**src/hdl/alt_pkg.sv**
```systemverilog
`default_nettype none
package alt_pkg;

  // ******************************************************
  // bus geometry
  // ******************************************************
  localparam int ADR_W = 8;
  localparam int DAT_W = 32;

  // ******************************************************
  // register offsets (byte addresses, word aligned)
  // ******************************************************
  localparam logic [7:0] ADR_ABILITY = 8'h00;
  localparam logic [7:0] ADR_TRAIN_CTRL = 8'h04;
  localparam logic [7:0] ADR_LANE_FLAGS = 8'h08;
  localparam logic [7:0] ADR_LANE0_SEED = 8'h0c;
  localparam logic [7:0] ADR_LANE0_COEF = 8'h10;
  localparam logic [7:0] ADR_TRAIN_STATUS = 8'h14;

  // ******************************************************
  // field layout
  // ******************************************************
  localparam int NUM_ABILITY = 15;
  localparam int NUM_LANES = 4;
  localparam int SEED_W = 11;
  localparam int ADV_FORTY_FOUR_LANE_BACKPLANE = 3;
  localparam int ADV_TWENTYFIVE_ONE_LANE_BACKPLANE = 11;
  localparam int ADV_FIFTY_TWO_LANE_BACKPLANE = 13;
  localparam int FLD_TRAIN_ON = 0;
  localparam int FLD_TRAIN_REDO = 1;
  localparam int FLD_RX_DONE_LSB = 0;
  localparam int FLD_PRESET_LSB = 4;
  localparam int FLD_INIT_LSB = 8;
  localparam int FLD_POST_UPD_LSB = 0;
  localparam int FLD_MAIN_UPD_LSB = 2;
  localparam int FLD_PRE_UPD_LSB = 4;
  localparam int FLD_POST_RPT_LSB = 6;
  localparam int FLD_MAIN_RPT_LSB = 8;
  localparam int FLD_STATE_LSB = 0;
  localparam int FLD_LANES_LSB = 4;
  localparam int FLD_PATTERN = 8;

  // ******************************************************
  // reset values
  // ******************************************************
  localparam logic [14:0] ABILITY_RST = 15'h0000;
  localparam logic [10:0] SEED_RST = 11'h7ff;
  localparam logic [1:0] COEF_RST = 2'h0;
  localparam logic [3:0] LANE_RST = 4'h0;

  // ******************************************************
  // types
  // ******************************************************
  typedef enum logic [3:0] {
    ST_OFF = 4'b0001,
    ST_LOAD = 4'b0010,
    ST_RUN = 4'b0100,
    ST_DONE = 4'b1000
  } alt_train_e;

  typedef struct packed {
    logic [3:0] preset;
    logic [3:0] init;
    logic [1:0] post_upd;
    logic [1:0] main_upd;
    logic [1:0] pre_upd;
  } alt_ctrl_blk_s;

  typedef struct packed {
    logic [3:0] rx_ready;
    logic [1:0] post_rpt;
    logic [1:0] main_rpt;
  } alt_stat_blk_s;

endpackage : alt_pkg
`default_nettype wire

```
**src/hdl/alt_an_lt_ctrl.sv**
```systemverilog
// How it works
// - each ability bit set advertises that protocol in the link codeword
// - training off keeps every lane in normal mission mode
// - a restart sends training back to its start from any state while training is on
// - preset bits go into the control block of outgoing frames
// - initialize bits go into the control block of outgoing frames
// - lane 0 seed is loaded as pattern generator start state
// - lane 0 post-tap update goes into the control block field
// - lane 0 main-tap update goes into the control block field
// - lane 0 pre-tap update goes into the control block field
// - lane 0 post-tap report goes into the status block field
// - lane 0 main-tap report goes into the status block field
// - the settings come from registers since the bus is used
`timescale 1ns/1ps
`default_nettype none
module alt_an_lt_ctrl
  import alt_pkg::*;
(
  input wire logic REF_CLK,
  input wire logic RST_N,
  input wire logic WB_CYC_I,
  input wire logic WB_STB_I,
  input wire logic WB_WE_I,
  input wire logic [ADR_W-1:0] WB_ADR_I,
  input wire logic [3:0] WB_SEL_I,
  input wire logic [DAT_W-1:0] WB_DAT_I,
  output logic [DAT_W-1:0] WB_DAT_O,
  output logic WB_ACK_O,
  output logic [NUM_ABILITY-1:0] TX_ABILITY,
  output alt_ctrl_blk_s TX_CTRL_BLK,
  output alt_stat_blk_s TX_STAT_BLK,
  output logic [NUM_LANES-1:0] LANE_TRAINING,
  output logic LANE0_PATTERN
);

  // ******************************************************
  // reset release
  // ******************************************************
  logic [1:0] rst_q;
  logic rst_n;

  always_ff @(posedge REF_CLK or negedge RST_N) begin
    if (!RST_N) begin
      rst_q <= 2'b00;
    end else begin
      rst_q <= {rst_q[0], 1'b1};
    end
  end

  assign rst_n = rst_q[1];

  // ******************************************************
  // state
  // ******************************************************
  typedef struct packed {
    logic ack;
    logic [DAT_W-1:0] rdata;
    logic [NUM_ABILITY-1:0] ability;
    logic train_on;
    logic redo;
    logic [NUM_LANES-1:0] rx_equalizer_done;
    alt_ctrl_blk_s ctrl;
    logic [SEED_W-1:0] lane0_pattern_seed;
    logic [1:0] lane0_post_tap_report;
    logic [1:0] lane0_main_tap_report;
    alt_train_e fsm;
    logic [NUM_ABILITY-1:0] tx_ability;
    alt_ctrl_blk_s tx_ctrl;
    alt_stat_blk_s tx_stat;
    logic [NUM_LANES-1:0] lane_training;
  } alt_top_s;

  alt_top_s s;
  alt_top_s next_s;
  logic pattern_bit;
  logic bus_req;
  logic bus_wr;

  // byte-lane merge of a write into the old word
  function automatic logic [DAT_W-1:0] merge(
    input logic [DAT_W-1:0] old,
    input logic [DAT_W-1:0] wd,
    input logic [3:0] sel
  );
    logic [DAT_W-1:0] r;
    r = old;
    for (int i = 0; i < 4; i++) begin
      if (sel[i]) begin
        r[i*8 +: 8] = wd[i*8 +: 8];
      end
    end
    return r;
  endfunction : merge

  assign bus_req = WB_CYC_I && WB_STB_I;
  // a write lands at the edge where the master sees ack
  assign bus_wr = bus_req && WB_WE_I && s.ack;

  // ******************************************************
  // next state
  // ******************************************************
  always_comb begin
    logic [DAT_W-1:0] w;
    w = '0;
    next_s = s;
    next_s.redo = 1'b0;
    next_s.ack = bus_req && !s.ack;

    if (bus_req && !s.ack) begin
      case (WB_ADR_I)
        ADR_ABILITY: begin
          next_s.rdata = DAT_W'(s.ability);
        end
        ADR_TRAIN_CTRL: begin
          next_s.rdata = DAT_W'(s.train_on);
        end
        ADR_LANE_FLAGS: begin
          next_s.rdata = DAT_W'({s.ctrl.init, s.ctrl.preset,
                                 s.rx_equalizer_done});
        end
        ADR_LANE0_SEED: begin
          next_s.rdata = DAT_W'(s.lane0_pattern_seed);
        end
        ADR_LANE0_COEF: begin
          next_s.rdata = DAT_W'({s.lane0_main_tap_report,
                                 s.lane0_post_tap_report, s.ctrl.pre_upd,
                                 s.ctrl.main_upd, s.ctrl.post_upd});
        end
        ADR_TRAIN_STATUS: begin
          next_s.rdata = DAT_W'({pattern_bit, s.lane_training, s.fsm});
        end
        default: begin
          // unmapped offsets answer with zero
          next_s.rdata = '0;
        end
      endcase
    end

    if (bus_wr) begin
      case (WB_ADR_I)
        ADR_ABILITY: begin
          w = merge(DAT_W'(s.ability), WB_DAT_I, WB_SEL_I);
          next_s.ability = w[NUM_ABILITY-1:0];
        end
        ADR_TRAIN_CTRL: begin
          w = merge(DAT_W'(s.train_on), WB_DAT_I, WB_SEL_I);
          next_s.train_on = w[FLD_TRAIN_ON];
          // restart is a write-one pulse and reads back zero
          next_s.redo = w[FLD_TRAIN_REDO];
        end
        ADR_LANE_FLAGS: begin
          w = merge(DAT_W'({s.ctrl.init, s.ctrl.preset,
                            s.rx_equalizer_done}), WB_DAT_I, WB_SEL_I);
          next_s.rx_equalizer_done = w[FLD_RX_DONE_LSB +: NUM_LANES];
          next_s.ctrl.preset = w[FLD_PRESET_LSB +: NUM_LANES];
          next_s.ctrl.init = w[FLD_INIT_LSB +: NUM_LANES];
        end
        ADR_LANE0_SEED: begin
          w = merge(DAT_W'(s.lane0_pattern_seed), WB_DAT_I, WB_SEL_I);
          next_s.lane0_pattern_seed = w[SEED_W-1:0];
        end
        ADR_LANE0_COEF: begin
          w = merge(DAT_W'({s.lane0_main_tap_report,
                            s.lane0_post_tap_report, s.ctrl.pre_upd,
                            s.ctrl.main_upd, s.ctrl.post_upd}),
                    WB_DAT_I, WB_SEL_I);
          next_s.ctrl.post_upd = w[FLD_POST_UPD_LSB +: 2];
          next_s.ctrl.main_upd = w[FLD_MAIN_UPD_LSB +: 2];
          next_s.ctrl.pre_upd = w[FLD_PRE_UPD_LSB +: 2];
          next_s.lane0_post_tap_report = w[FLD_POST_RPT_LSB +: 2];
          next_s.lane0_main_tap_report = w[FLD_MAIN_RPT_LSB +: 2];
        end
        default: begin
          // read-only and unmapped offsets ignore writes
          next_s.rdata = next_s.rdata;
        end
      endcase
    end

    // training sequencer
    case (s.fsm)
      ST_OFF: begin
        if (s.train_on) begin
          next_s.fsm = ST_LOAD;
        end
      end
      ST_LOAD: begin
        next_s.fsm = ST_RUN;
      end
      ST_RUN: begin
        // receiver-trained flags end the receive part
        if (&s.rx_equalizer_done) begin
          next_s.fsm = ST_DONE;
        end
      end
      ST_DONE: begin
        next_s.fsm = ST_DONE;
      end
      default: begin
        next_s.fsm = ST_OFF;
      end
    endcase
    if (s.redo && s.train_on) begin
      next_s.fsm = ST_LOAD;
    end
    if (!s.train_on) begin
      next_s.fsm = ST_OFF;
    end
    next_s.lane_training = (next_s.fsm == ST_LOAD || next_s.fsm == ST_RUN)
                           ? {NUM_LANES{1'b1}} : LANE_RST;

    next_s.tx_ability = s.ability;
    next_s.tx_ctrl = s.ctrl;
    next_s.tx_stat.rx_ready = s.rx_equalizer_done;
    next_s.tx_stat.post_rpt = s.lane0_post_tap_report;
    next_s.tx_stat.main_rpt = s.lane0_main_tap_report;
  end

  always_ff @(posedge REF_CLK or negedge rst_n) begin
    if (!rst_n) begin
      s.ack <= 1'b0;
      s.rdata <= '0;
      s.ability <= ABILITY_RST;
      s.train_on <= 1'b0;
      s.redo <= 1'b0;
      s.rx_equalizer_done <= LANE_RST;
      s.ctrl <= '{LANE_RST, LANE_RST, COEF_RST, COEF_RST, COEF_RST};
      s.lane0_pattern_seed <= SEED_RST;
      s.lane0_post_tap_report <= COEF_RST;
      s.lane0_main_tap_report <= COEF_RST;
      s.fsm <= ST_OFF;
      s.tx_ability <= ABILITY_RST;
      s.tx_ctrl <= '{LANE_RST, LANE_RST, COEF_RST, COEF_RST, COEF_RST};
      s.tx_stat <= '{LANE_RST, COEF_RST, COEF_RST};
      s.lane_training <= LANE_RST;
    end else begin
      s <= next_s;
    end
  end

  // ******************************************************
  // lane 0 training pattern
  // ******************************************************
  // seed taken at each training start
  alt_pattern_gen #(
    .W(SEED_W)
  ) u_lane0_gen (
    .clk(REF_CLK),
    .rst_n(rst_n),
    .load(s.fsm == ST_LOAD),
    .step(s.fsm == ST_RUN),
    .seed(s.lane0_pattern_seed),
    .pattern_bit(pattern_bit)
  );

  assign WB_DAT_O = s.rdata;
  assign WB_ACK_O = s.ack;
  assign TX_ABILITY = s.tx_ability;
  assign TX_CTRL_BLK = s.tx_ctrl;
  assign TX_STAT_BLK = s.tx_stat;
  assign LANE_TRAINING = s.lane_training;
  assign LANE0_PATTERN = pattern_bit;
endmodule : alt_an_lt_ctrl
`default_nettype wire

```
**src/hdl/alt_pattern_gen.sv**
```systemverilog
`timescale 1ns/1ps
`default_nettype none
module alt_pattern_gen
  import alt_pkg::*;
#(
  parameter int W = SEED_W
) (
  input wire logic clk,
  input wire logic rst_n,
  input wire logic load,
  input wire logic step,
  input wire logic [W-1:0] seed,
  output logic pattern_bit
);

  typedef struct packed {
    logic [W-1:0] lfsr;
  } alt_gen_s;

  alt_gen_s s;
  alt_gen_s next_s;

  // ******************************************************
  // generator, x^11 + x^9 + 1
  // ******************************************************
  always_comb begin
    next_s = s;
    if (load) begin
      next_s.lfsr = seed;
    end else if (step) begin
      next_s.lfsr = {s.lfsr[W-2:0], s.lfsr[W-1] ^ s.lfsr[W-3]};
    end
  end

  always_ff @(posedge clk or negedge rst_n) begin
    if (!rst_n) begin
      s.lfsr <= W'(SEED_RST);
    end else begin
      s <= next_s;
    end
  end

  assign pattern_bit = s.lfsr[W-1];
endmodule : alt_pattern_gen
`default_nettype wire

```
**config.mk**
```make
export PLATFORM = sky130hd
export DESIGN_NAME = alt_an_lt_ctrl
export DESIGN_NICKNAME = d
export VERILOG_FILES = /design/src/hdl/alt_pkg.sv /design/src/hdl/alt_an_lt_ctrl.sv /design/src/hdl/alt_pattern_gen.sv
export SDC_FILE = /design/constraint.sdc
export NUM_CORES = 1
export LEC_CHECK = 0
export ABC_CLOCK_PERIOD_IN_PS = 5000
export BUFFER_PORTS_ARGS = -buffer_cell sky130_fd_sc_hd__clkbuf_2
export CELL_PAD_IN_SITES_DETAIL_PLACEMENT = 0
export CELL_PAD_IN_SITES_GLOBAL_PLACEMENT = 2
export CORE_MARGIN = 5
export CORE_UTILIZATION = 36
export DETAILED_ROUTE_END_ITERATION = 10
export GPL_TIMING_DRIVEN = 0
export HOLD_SLACK_MARGIN = 0.02
export PLACE_DENSITY = 0.82
export SETUP_SLACK_MARGIN = 0.05
export SYNTH_ARGS = -nofsm -noshare
export SYNTH_HDL_FRONTEND = slang
export SYNTH_SLANG_ARGS = --single-unit
```
**constraint.sdc**
```tcl
create_clock -name REF_CLK -period 5 [get_ports REF_CLK]
set_input_delay 0.5 -clock REF_CLK [delete_from_list [all_inputs] [get_ports REF_CLK]]
set_output_delay 0.5 -clock REF_CLK [all_outputs]
set_load 0.01 [all_outputs]
```
==> flow_summary.html <==
<table>
<tr><th>Metric</th><th>Value</th></tr>
<tr><th colspan="2">Run status</th></tr>
<tr><td>Status</td><td>complete, no violations</td></tr>
<tr><th colspan="2">Routing</th></tr>
<tr><td>Detailed Routing Iterations Pass 1</td><td>5</td></tr>
<tr><td>DR DRC count</td><td>0</td></tr>
<tr><td>Overall via count from detail_route</td><td>3,447</td></tr>
<tr><td>Routed Wire Length</td><td>11,900 µm</td></tr>
<tr><td>Count of nets left with antenna violations after detail routing</td><td>0</td></tr>
<tr><td>Number of design-rule violations left by the first detailed-router iteration</td><td>201</td></tr>
<tr><td>Post-DR wirelength/cell</td><td>16.2 µm</td></tr>
<tr><td>Via-per-instance ratio</td><td>4.72</td></tr>
<tr><th colspan="2">Die</th></tr>
<tr><td>Number of top-level design ports</td><td>124</td></tr>
<tr><td>Die X-Extent</td><td>132 µm</td></tr>
<tr><td>Area inside the core boundary</td><td>0.0145 mm²</td></tr>
<tr><td>Overall die area</td><td>0.0174 mm²</td></tr>
<tr><td>Floorplan die height</td><td>132 µm</td></tr>
<tr><td>Total number of placement rows</td><td>44</td></tr>
<tr><td>Initial core utilization</td><td>36.7%</td></tr>
<tr><th colspan="2">Logic synthesis</th></tr>
<tr><td>Post-synthesis register bit count</td><td>121</td></tr>
<tr><td>Mean cell area of the mapped netlist</td><td>13.0 µm²</td></tr>
<tr><td>Proportion of netlist area held by the largest area contributor</td><td>45.9%</td></tr>
<tr><td>Yosys warnings</td><td>0</td></tr>
<tr><td>Cells after synthesis</td><td>411</td></tr>
<tr><td>Synth Area in XOR/XNOR</td><td>0.328%</td></tr>
<tr><td>Async SR Flop Fraction</td><td>100%</td></tr>
<tr><td>Library cell with the largest summed area after synthesis</td><td>sky130_fd_sc_hd__dfrtp_1</td></tr>
<tr><td>Cell types occupying the most area after synthesis</td><td>sky130_fd_sc_hd__dfrtp_1, sky130_fd_sc_hd__dfstp_2, sky130_fd_sc_hd__mux2_2</td></tr>
<tr><td>Adder-cell area share of the yosys netlist</td><td>0%</td></tr>
<tr><td>Synthesized-area fraction occupied by ao, oa, aoi and oai cells</td><td>7.38%</td></tr>
<tr><td>Multiplexer share of the synthesized area</td><td>14.2%</td></tr>
<tr><td>Distinct cell type count after synthesis</td><td>54</td></tr>
<tr><td>Largest family of logic cells by synthesized area</td><td>multiplexers</td></tr>
<tr><td>Share of synthesized area occupied by flip-flops and latches</td><td>57.3%</td></tr>
<tr><td>Post-synth EDFFs</td><td>0</td></tr>
<tr><td>Area fraction in and, or, nand and nor cells after synthesis</td><td>8.72%</td></tr>
<tr><td>Prevailing post-synth register cell</td><td>sky130_fd_sc_hd__dfrtp_1</td></tr>
<tr><td>Netlist Area Pre-Place</td><td>0.00534 mm²</td></tr>
<tr><th colspan="2">Critical path</th></tr>
<tr><td>Endpoint of the worst-slack reg-to-reg timing path</td><td>next_s[7]</td></tr>
<tr><td>CP Class</td><td>in -&gt; reg</td></tr>
<tr><td>Largest delay contributor family on the critical path</td><td>simple AND/OR/NAND/NOR gates</td></tr>
<tr><td>Critical path's largest stage delay</td><td>1.03 ns</td></tr>
<tr><td>Required arrival time at the worst endpoint</td><td>5.29 ns</td></tr>
<tr><td>Ordered list of cells on the worst path</td><td>clkbuf_2 &gt; nor4b_2 &gt; nand3_2 &gt; mux2_2</td></tr>
<tr><td>Cell depth of the worst flop-to-flop path</td><td>4</td></tr>
<tr><td>Setup slack, reg-to-reg</td><td>3.10 ns</td></tr>
<tr><td>Crit path launch type</td><td>input pin</td></tr>
<tr><td>Sum of buffers and inverters on the critical path</td><td>1</td></tr>
<tr><td>Type of element capturing the critical path</td><td>flop</td></tr>
<tr><td>Worst Path Arrival</td><td>2.52 ns</td></tr>
<tr><td>Peak fanout along the critical path</td><td>9</td></tr>
<tr><td>Slowest cell on the critical path</td><td>sky130_fd_sc_hd__nor4b_2</td></tr>
<tr><td>Reg-to-Reg Start</td><td>WB_ACK_O</td></tr>
<tr><th colspan="2">Cells and area</th></tr>
<tr><td>Filler-free cell count of the finished design</td><td>731</td></tr>
<tr><td>Number of diodes added for antenna fixing</td><td>0</td></tr>
<tr><td>Ratio of cells with drive above 1 in the final layout</td><td>54.7%</td></tr>
<tr><td>Core utilization of the finished layout</td><td>46.2%</td></tr>
<tr><td>Area growth syn-to-layout</td><td>25.8%</td></tr>
<tr><td>Total number of nets in the final design</td><td>583</td></tr>
<tr><th colspan="2">Placement</th></tr>
<tr><td>Placed wire-length estimate after detailed placement</td><td>8660 µm</td></tr>
<tr><td>Cells after DPL</td><td>698</td></tr>
<tr><td>Final Wtd Congestion</td><td>0.801</td></tr>
<tr><td>IO Port Bufs</td><td>86</td></tr>
<tr><th colspan="2">Clock tree</th></tr>
<tr><td>Worst skew pair latency</td><td>0.42 ns</td></tr>
<tr><td>CTS tree</td><td>built</td></tr>
<tr><td>CTS H-tree lvls</td><td>4</td></tr>
<tr><td>Clock Sink Count</td><td>121</td></tr>
<tr><td>Gates resized, CTS repair</td><td>0</td></tr>
<tr><td>Number of buffers created by CTS</td><td>17</td></tr>
<tr><td>Maximum root-to-sink buffer count</td><td>2</td></tr>
<tr><td>Clock-pin slew on the worst setup and hold paths</td><td>0.05 ns</td></tr>
<tr><td>Cell at the root of the clock tree</td><td>sky130_fd_sc_hd__clkbuf_16</td></tr>
<tr><th colspan="2">Timing</th></tr>
<tr><td>Final setup viols</td><td>0</td></tr>
<tr><td>Worst slew pin tran</td><td>1.19 ns</td></tr>
<tr><td>Fin. max-slew vios</td><td>0</td></tr>
<tr><td>Minimum clock period after layout</td><td>2.22 ns</td></tr>
<tr><td>Max frequency</td><td>450 MHz</td></tr>
<tr><td>Max-slew headroom</td><td>20.1%</td></tr>
<tr><td>Clock tree skew after final layout</td><td>0.0103 ns</td></tr>
<tr><td>Total negative slack for setup checks</td><td>0 ns</td></tr>
<tr><td>Setup repair after global routing missed its margin</td><td>false</td></tr>
<tr><td>Total count of hold-check failures in the final report</td><td>0</td></tr>
<tr><td>Share of the clock period used by the worst path</td><td>44.5%</td></tr>
<tr><th colspan="2">GRT</th></tr>
<tr><td>Overflow left after global routing</td><td>0</td></tr>
<tr><td>Vias in the first global route</td><td>3,678</td></tr>
<tr><td>Pin count of the biggest net entering global routing</td><td>63</td></tr>
<tr><td>Wire length of the first global-routing pass</td><td>19,500 µm</td></tr>
<tr><td>Combined global-route utilization of all metal layers</td><td>14.2%</td></tr>
<tr><td>Antenna violations before repair</td><td>0</td></tr>
<tr><th colspan="2">Min path</th></tr>
<tr><td>Beginning of the worst hold path</td><td>WB_DAT_I[12]</td></tr>
<tr><td>Hold Path Depth</td><td>2</td></tr>
<tr><td>End point of the most critical hold path</td><td>next_s[38]</td></tr>
<tr><td>Type of the tightest min-delay check</td><td>in -&gt; reg</td></tr>
<tr><th colspan="2">Power</th></tr>
<tr><td>Pleak</td><td>3.51 nW</td></tr>
<tr><td>Power density over cell area</td><td>344 mW/mm²</td></tr>
<tr><td>Maximum VDD drop</td><td>0.000275 V</td></tr>
<tr><th colspan="2">Flow run</th></tr>
<tr><td>Count of max-cap constraint violations</td><td>0</td></tr>
</table>
worst max-delay path by stage:
stage	startpoint	endpoint	slack, ns	cells past startpoint
4_1_cts	WB_ADR_I[5]	next_s[7]	2.74	4
3_3_place_gp	rst_q[1]	TX_ABILITY[14]	0.24	0
2_1_floorplan	rst_q[1]	LANE_TRAINING[2]	1.42	0
5_1_grt	WB_ADR_I[5]	next_s[7]	2.67	4
6_report	WB_ADR_I[5]	next_s[7]	2.78	4
3_5_place_dp	WB_ADR_I[5]	next_s[17]	2.31	4
flip-flops by register name (all words and copies together), names as in the netlist:
name	count
LANE_TRAINING	1
rst_q	2
TX_STAT_BLK	8
TX_CTRL_BLK	14
s	17
next_s	37
WB_DAT_O	15
TX_ABILITY	15
u_lane0_gen.s	11
WB_ACK_O	1
where the power goes:
part	internal, W	total [W]	leakage [nW]	switching (W)
clock network	0.000824	0.00124	0.299	0.000413
registers	0.000986	0.000997	1.60	0.0000112
logic	0.0000311	0.0000766	1.61	0.0000456
area by class of cell:
class | count | area [µm²]
buffer | 86 | 626
clock buffer | 26 | 529
clock inverter | 6 | 85.1
fill | 1336 | 7820
inverter | 4 | 15.0
multi-input combinational | 216 | 1700
sequential | 121 | 3060
tap | 184 | 230
timing repair buffer | 88 | 468
cells by family (layout without fill, tap and decap cells):
group / Yosys count / count (layout)
simple gates: 79 / 79
other cells: 2 / 18
flops: 121 / 121
compound gates: 52 / 52
buf+inv: 90 / 210
mux: 65 / 65
xor+xnor: 2 / 2
cells in the mapped netlist (6+ instances only):
cell                       number
sky130_fd_sc_hd__a22oi_1       18
sky130_fd_sc_hd__mux2_2        52
sky130_fd_sc_hd__nand2_1       37
sky130_fd_sc_hd__dfstp_2       23
sky130_fd_sc_hd__o21ai_0        9
sky130_fd_sc_hd__buf_4         73
sky130_fd_sc_hd__clkbuf_1       6
sky130_fd_sc_hd__mux2_4         8
sky130_fd_sc_hd__dfrtp_1       98
cell usage in the layout (no fill, tap or decap), types with 5 or more instances in the layout:
master,n
sky130_fd_sc_hd__buf_4,73
sky130_fd_sc_hd__dfrtp_1,97
sky130_fd_sc_hd__mux2i_1,5
sky130_fd_sc_hd__clkbuf_16,17
sky130_fd_sc_hd__mux2_2,52
sky130_fd_sc_hd__dfstp_2,23
sky130_fd_sc_hd__mux2_4,8
sky130_fd_sc_hd__nor2_1,5
sky130_fd_sc_hd__a22o_2,5
sky130_fd_sc_hd__nand2_1,37
sky130_fd_sc_hd__clkbuf_2,86
sky130_fd_sc_hd__clkbuf_1,8
sky130_fd_sc_hd__conb_1,18
sky130_fd_sc_hd__o21ai_0,9
sky130_fd_sc_hd__a222oi_1,5
sky130_fd_sc_hd__a22oi_1,18
sky130_fd_sc_hd__nand3_1,5
sky130_fd_sc_hd__clkbuf_8,7
what timing repair did:
action / 4_1_cts / 5_1_grt
hold buffers: 1 / 0
buffers inserted: 0 / 0
endpoints found under the hold margin: 2 / 0
metrics by stage:
stage          hold slack (ns)  worst slack, ns  total power [W]  cell area, µm²
2_1_floorplan            0.204             1.42          0.00105            5400
3_3_place_gp             0.286            0.241          0.00109            6060
3_5_place_dp             0.289             2.31          0.00109            6090
4_1_cts                  0.312             2.74          0.00233            6710
5_1_grt                  0.328             2.67          0.00239            6710
6_report                 0.329             2.78          0.00231            6710
metal layers:
layer | global-route usage, % | part of all wire [%] | up-vias
met3 | 3.85 | 5.2 | 13
li1 | - | - | 1617
met2 | 23.8 | 51 | 95
met1 | 17.1 | 42 | 1722
met5 | 0 | 0 | -
met4 | 6.63 | 1.6 | 0
(Power assumes the default switching activity.)
